===== config.mk =====
export PLATFORM = sky130hd
export DESIGN_NAME = parallel_mcu_host_port
export DESIGN_NICKNAME = d
export VERILOG_FILES = /design/src/host_port_pkg.sv /design/src/host_port_edge.sv /design/src/parallel_mcu_host_port.sv
export SDC_FILE = /design/constraint.sdc
export NUM_CORES = 1
export LEC_CHECK = 0
export ABC_AREA = 1
export BUFFER_PORTS_ARGS = -buffer_cell sky130_fd_sc_hd__buf_4
export CAP_MARGIN = 20
export CORE_MARGIN = 2
export CORE_UTILIZATION = 45
export DETAILED_ROUTE_END_ITERATION = 8
export PLACE_DENSITY = 0.76
export SLEW_MARGIN = 25
export SYNTH_ARGS = -nofsm -noshare
export SYNTH_HDL_FRONTEND = slang
export SYNTH_HIERARCHICAL = 1
export SYNTH_SLANG_ARGS = --single-unit

===== constraint.sdc =====
create_clock -name clk -period 1.7 [get_ports clk]
set_input_delay 0.34 -clock clk [delete_from_list [all_inputs] [get_ports clk]]
set_output_delay 0.34 -clock clk [all_outputs]
set_load 0.02 [all_outputs]

===== src/host_port_pkg.sv =====
/*
 * Package for the parallel host port: bus schemes, the access record handed to
 * the register side, and the constants of the port.
 * Assumes a single synchronous clock domain; pins are already synchronous.
 */
package host_port_pkg;

    localparam int DATA_W = 8;
    localparam int ADDR_W = 8;
    localparam int SEP_ADDR_W = 6;
    localparam logic [DATA_W-1:0] DATA_RESET = 8'h00;
    localparam logic [ADDR_W-1:0] ADDR_RESET = 8'h00;
    localparam logic [1:0] SCHEME_RESET = 2'h0;

    typedef enum logic [1:0] {
        SCHEME_DIR_STROBE = 2'h0,
        SCHEME_SEPARATE = 2'h1,
        SCHEME_MUXED = 2'h2
    } scheme_type;

    // pin group as seen at the device boundary
    typedef struct packed {
        logic chipSelect_n;
        logic readDir;
        logic writeStrobe_n;
        logic accessStrobe_n;
        logic readStrobe_n;
        logic addrLatch;
        logic [SEP_ADDR_W-1:0] sepAddr;
        logic [DATA_W-1:0] busIn;
    } pins_type;

    // one completed access towards the register side
    typedef struct packed {
        logic isWrite;
        logic [ADDR_W-1:0] addr;
        logic [DATA_W-1:0] data;
    } access_type;

endpackage


===== src/host_port_edge.sv =====
/*
 * Rising and falling edge detector for one synchronous pin level.
 * Assumes the level is already synchronous to clk.
 */
`timescale 1ns/1ps
`default_nettype none

module host_port_edge (
    input wire logic clk,
    input wire logic reset,
    input wire logic level,
    output logic rise,
    output logic fall
);

    logic level_r;

    always_ff @(posedge clk) begin
        if (reset) begin
            // idle level of every watched signal is low, so no false edge after reset
            level_r <= 1'b0;
        end else begin
            level_r <= level;
        end
    end

    assign rise = level & ~level_r;
    assign fall = ~level & level_r;

endmodule

`default_nettype wire


===== src/parallel_mcu_host_port.sv =====
/*
 * Eight-bit parallel host port: decodes the three strobe schemes, latches the
 * address, hands each finished write as a one-cycle pulse to the register side,
 * drives read data and the shared open-drain interrupt line.
 * Assumes all pins are synchronous to clk and strobes last at least two cycles.
 */
// Functional notes
// - host reads and programs the device over one 8-bit data path.
// - eight address bits are decoded on chip.
// - multiplexed bus carries address first, then data.
// - non-multiplexed bus carries data only.
// - separate address lines from bit 0 upward select the register.
// - nothing happens unless active-low chip select is low; the muxed ALE address latch ignores it.
// - direction high means read, low means write.
// - rising data strobe edge ends the access.
// - write strobe writes data into the addressed register.
// - read strobe drives addressed register contents onto the bus.
// - address latch enable high marks a valid address on the bus.
// - interrupt output active while an interrupt is pending.
// - interrupt line is open drain, only ever pulled low.
// - three selectable schemes: direction+strobe, separate, multiplexed.
`timescale 1ns/1ps
`default_nettype none

module parallel_mcu_host_port (
    input wire logic clk,
    input wire logic reset,
    input wire host_port_pkg::scheme_type scheme,
    input wire host_port_pkg::pins_type pins,
    output logic [host_port_pkg::DATA_W-1:0] busOut,
    output logic busOutEnable,
    output logic interruptOut,
    output logic interruptOutEnable,
    input wire logic irqPending,
    output logic [host_port_pkg::ADDR_W-1:0] readAddr,
    input wire logic [host_port_pkg::DATA_W-1:0] readData,
    output logic readStart,
    output host_port_pkg::access_type writeAccess,
    output logic writeValid
);

    typedef enum logic [1:0] {
        IDLE,
        READING,
        WRITING
    } phase_type;

    phase_type phase_r;
    host_port_pkg::scheme_type scheme_r;
    logic [host_port_pkg::ADDR_W-1:0] muxAddr_r;
    logic [host_port_pkg::DATA_W-1:0] busOut_r;
    logic [host_port_pkg::DATA_W-1:0] wrData_r;
    logic busOutEnable_r;
    logic selected;
    logic readActive;
    logic writeActive;
    logic strobeActive;
    logic strobeRise;
    logic strobeFall;
    logic aleRise;
    logic aleFall;
    logic [host_port_pkg::ADDR_W-1:0] curAddr;

    // strobe decode only counts under chip select; the muxed address latch samples the bus without it
    function automatic logic sel_ok(input logic csn);
        return ~csn;
    endfunction

    assign selected = sel_ok(pins.chipSelect_n);

    // scheme only changes between accesses so a live strobe is never reinterpreted
    always_ff @(posedge clk) begin
        if (reset) begin
            scheme_r <= host_port_pkg::scheme_type'(host_port_pkg::SCHEME_RESET);
        end else if (phase_r == IDLE) begin
            scheme_r <= scheme;
        end
    end

    // strobe decode per scheme
    always_comb begin
        readActive = 1'b0;
        writeActive = 1'b0;
        case (scheme_r)
            host_port_pkg::SCHEME_DIR_STROBE: begin
                readActive = selected & ~pins.accessStrobe_n & pins.readDir;
                writeActive = selected & ~pins.accessStrobe_n & ~pins.readDir;
            end
            default: begin
                readActive = selected & ~pins.readStrobe_n;
                writeActive = selected & ~pins.writeStrobe_n;
            end
        endcase
    end

    assign strobeActive = readActive | writeActive;

    host_port_edge strobeEdge (
        .clk(clk),
        .reset(reset),
        .level(strobeActive),
        .rise(strobeFall),
        .fall(strobeRise)
    );

    host_port_edge aleEdge (
        .clk(clk),
        .reset(reset),
        .level(pins.addrLatch),
        .rise(aleRise),
        .fall(aleFall)
    );

    // address is held past the latch strobe for the data phase
    always_ff @(posedge clk) begin
        if (reset) begin
            muxAddr_r <= host_port_pkg::ADDR_RESET;
        end else if (scheme_r == host_port_pkg::SCHEME_MUXED && aleFall) begin
            muxAddr_r <= pins.busIn;
        end
    end

    // separate lines are zero-extended to the full on-chip address
    always_comb begin
        if (scheme_r == host_port_pkg::SCHEME_MUXED) begin
            curAddr = muxAddr_r;
        end else begin
            curAddr = {{(host_port_pkg::ADDR_W - host_port_pkg::SEP_ADDR_W){1'b0}},
                       pins.sepAddr};
        end
    end

    assign readAddr = curAddr;
    assign readStart = strobeFall & readActive;

    // phase; strobe release ends the access in every scheme
    always_ff @(posedge clk) begin
        if (reset) begin
            phase_r <= IDLE;
        end else begin
            case (phase_r)
                IDLE: begin
                    if (readActive) begin
                        phase_r <= READING;
                    end else if (writeActive) begin
                        phase_r <= WRITING;
                    end
                end
                READING: begin
                    if (!readActive) begin
                        phase_r <= IDLE;
                    end
                end
                default: begin
                    if (!writeActive) begin
                        phase_r <= IDLE;
                    end
                end
            endcase
        end
    end

    // write data is captured while the strobe is low, committed on release
    always_ff @(posedge clk) begin
        if (reset) begin
            wrData_r <= host_port_pkg::DATA_RESET;
        end else if (writeActive) begin
            wrData_r <= pins.busIn;
        end
    end

    always_ff @(posedge clk) begin
        if (reset) begin
            writeValid <= 1'b0;
            writeAccess <= '0;
        end else begin
            writeValid <= (phase_r == WRITING) && strobeRise;
            if ((phase_r == WRITING) && strobeRise) begin
                writeAccess.isWrite <= 1'b1;
                writeAccess.addr <= curAddr;
                writeAccess.data <= wrData_r;
            end
        end
    end

    // read data follows the register side while the read is held
    always_ff @(posedge clk) begin
        if (reset) begin
            busOut_r <= host_port_pkg::DATA_RESET;
            busOutEnable_r <= 1'b0;
        end else begin
            busOutEnable_r <= readActive;
            if (readActive) begin
                busOut_r <= readData;
            end
        end
    end

    // gate with the live decode so drivers drop as soon as the strobe ends
    assign busOut = busOut_r;
    assign busOutEnable = busOutEnable_r & readActive;

    // open drain: value is always low, only the enable moves
    assign interruptOut = 1'b0;
    assign interruptOutEnable = irqPending;

    logic unusedAle;
    assign unusedAle = aleRise;

endmodule

`default_nettype wire


==> flow_summary.toml <==
[outcome]
run_status = "finished with violations"
failed_checks = "negative setup slack"

[worst_setup_path]
critical_path_required_ns = 1.36
slowest_delay_ns = 0.37
crit_slowest_cell = "sky130_fd_sc_hd__dfxtp_4"
r2r_cells = 9
worstPathCellList = "inv_4 -> nand2_4 -> nand2_4 -> nand2_2 -> nand3_2 -> inv_2 -> nor2_1 -> inv_1 -> nor2_2 -> buf_6"
crit-reg2reg-capture = "writeAccess[1]"
start_kind = "flip-flop"
cp_data_arrival_time_ns = 1.40
worst_path_most_repeated_cell = "sky130_fd_sc_hd__nand2_4"
critPathKind = "reg2out"
slack_of_the_worst_reg_to_reg_path_ns = 0.15
crit-reg2reg-launch = "scheme_r[0]"
crit_path_max_fanout = 3
cp-end-kind = "output pin"

[job]
max-cap-violations = 0

[sta]
setup_viol = 1
setup_tns_ns = -0.0412
finalWorstPathRequiredPeriod_ns = 1.74
timing_hold_violations_final = 0
drv_slew = 0
timing.fmax_ghz = 0.574
grt_setup_unrepaired = "yes"
postLayoutSetupSlackWorst_ns = -0.0412
fin_crit_sh = 1.02
finalClockSkew_ns = 0.00411

[floorplanning]
die_height_um = 72.1
floorplan.die_area_um2 = 5200
floorplan.initialDensity = 0.473
design.core.area_um2 = 4410
row_count = 24
boundaryPins = 71
floorplan.die.width_um = 72.1

[drt]
wl_per_cell_um = 11.6
post-route-drc-count = 0
totalWireLength_um = 4750
detailed_router_iteration_count_before_antenna_repair = 4
drc_violation_total_after_the_first_tritonroute_iteration = 63
vias_per_cell = 4.76
detail-route-antenna-nets = 0
vias = 1948

[power]
cell_pwr_density_nw_per_um2 = 855
power.leakage_nw = 1.39
ir_drop_v = 0.000614
overall_power_mw = 2.39

[yosys]
mappedNetlistArea_um2 = 2090
synth.avg_cell_area_um2 = 7.45
ys.warnings.count = 6
syn_inst = 280
synth_nets = 313

[clock_network]
worst_skew_pair.late_latency_ns = 0.30
numCtsBuffers = 5
clock_sinks = 49
ctsHtreeMaxLevel = 2
clk_transition_reported_paths_ns = 0.08
cts.path.max_buffers = 2
clock_tree_from_tritoncts = "done"
clk_root_buffer_cell = "sky130_fd_sc_hd__clkbuf_8"

[layout]
area.growth.synth_to_final_pct = 33.7
num_antenna_cells = 0
num-nets-final = 389
final_core_utilization = 0.632
fill_cells = 402
final_design_area_no_fill_um2 = 2790
proportion_of_layout_cells_with_a_drive_suffix_above_1 = 0.325

[global_route]
grt_use_met2 = 0.320
met1_resource_use_gr = 0.201
global_route.usage.met3 = 0.0472
grt_use_total = 0.182
grt_start_max_net_pins = 28
overflow = 0
grt_most_used_layer = "met2"
grt_pass1_wl_um = 7360
grt_antenna_before_repair = 0
vias_in_the_first_global_route = 1795

[placed_design]
numPortBuffers = 67
placement.cell_area_um2 = 2640
gpl.final_weighted_congestion = 0.740
dpl_worst_slack_ns = -0.0460
hpwlAfterDp_um = 3410

[hold_path]
holdPathEnd = "aleEdge/level_r"
hold_path_startpoint = "pins[14]"
hold_path_class = "in2reg"
hold_path_stages = 3
## worst max-delay path, delay by kind of cell (launching register included)
kind / cells / cell delay (ns)
DFF: 1 / 0.37
buffers and inverters: 4 / 0.28
and+or+nand+nor: 6 / 0.45
## layout by cell type, fill, tap and decap left out, types with 2 or more instances in the layout
| cell | count |
|---|---|
| sky130_fd_sc_hd__buf_4 | 80 |
| sky130_fd_sc_hd__nor2_1 | 49 |
| sky130_fd_sc_hd__dfxtp_1 | 47 |
| sky130_fd_sc_hd__inv_1 | 36 |
| sky130_fd_sc_hd__nand2_1 | 33 |
| sky130_fd_sc_hd__a21oi_1 | 28 |
| sky130_fd_sc_hd__o21ai_0 | 24 |
| sky130_fd_sc_hd__nand3_1 | 22 |
| sky130_fd_sc_hd__o21ai_2 | 6 |
| sky130_fd_sc_hd__nand2_2 | 5 |
| sky130_fd_sc_hd__clkbuf_8 | 5 |
| sky130_fd_sc_hd__nand2_4 | 3 |
| sky130_fd_sc_hd__nand3_2 | 3 |
| sky130_fd_sc_hd__inv_4 | 2 |
| sky130_fd_sc_hd__nor2_4 | 2 |
| sky130_fd_sc_hd__nor2_2 | 2 |
| sky130_fd_sc_hd__clkinv_2 | 2 |
| sky130_fd_sc_hd__dfxtp_4 | 2 |
## worst max-delay path by stage
stage                     cells past startpoint  slack (ns)   startpoint              to
after floorplan                              11        0.01  scheme_r[0]  writeAccess[0]
after global placement                       11        0.02     pins[16]       readStart
after detailed placement                     11       -0.05     pins[19]  writeAccess[4]
after CTS                                    10       -0.04  scheme_r[0]       readStart
after global routing                         10        -0.1  scheme_r[0]       readStart
final                                        10       -0.04  scheme_r[0]       readStart
## state kept, by name, indices dropped and copies added (netlist names), 2 cells and up
| signal | flops |
|---|---|
| muxAddr_r | 8 |
| wrData_r | 8 |
| phase_r | 2 |
| scheme_r | 2 |
| busOut | 8 |
| writeAccess | 17 |
## cell type report
cell class	instances	area [µm²]	area share
tap	52	65.1	0.0233
clock buffer	6	72.6	0.0260
timing repair buffer	81	612	0.219
inverter	40	160	0.0574
clock inverter	2	10.0	0.00359
multi-input combinational	179	882	0.316
sequential	49	988	0.354
## routing by layer
layer / part of all wire / up-vias
met3: 0.057 / 9
met5: 0 / -
li1: - / 1025
met1: 0.42 / 865
met2: 0.49 / 49
met4: 0.023 / 0
## stage by stage
stage	instances	hold slack, ns
2_1_floorplan	280	0.409
3_3_place_gp	398	0.442
3_5_place_dp	398	0.447
4_1_cts	408	0.238
5_1_grt	409	0.277
6_report	409	0.244
## power by group
| part | internal (mW) | switching (mW) |
|---|---|---|
| registers | 1.20 | 0.0291 |
| logic | 0.216 | 0.278 |
| clock network | 0.286 | 0.372 |
## timing repair
| item | 4_1_cts | 5_1_grt |
|---|---|---|
| gates cloned | 0 | 0 |
| endpoints found under the hold margin | 0 | 0 |
| hold buffers | 0 | 0 |
| endpoints found under the setup margin | 18 | 25 |
| pin swaps | 5 | 0 |
| buffers inserted | 2 | 1 |
| resized for setup | 11 | 6 |
(Power assumes the default switching activity.)
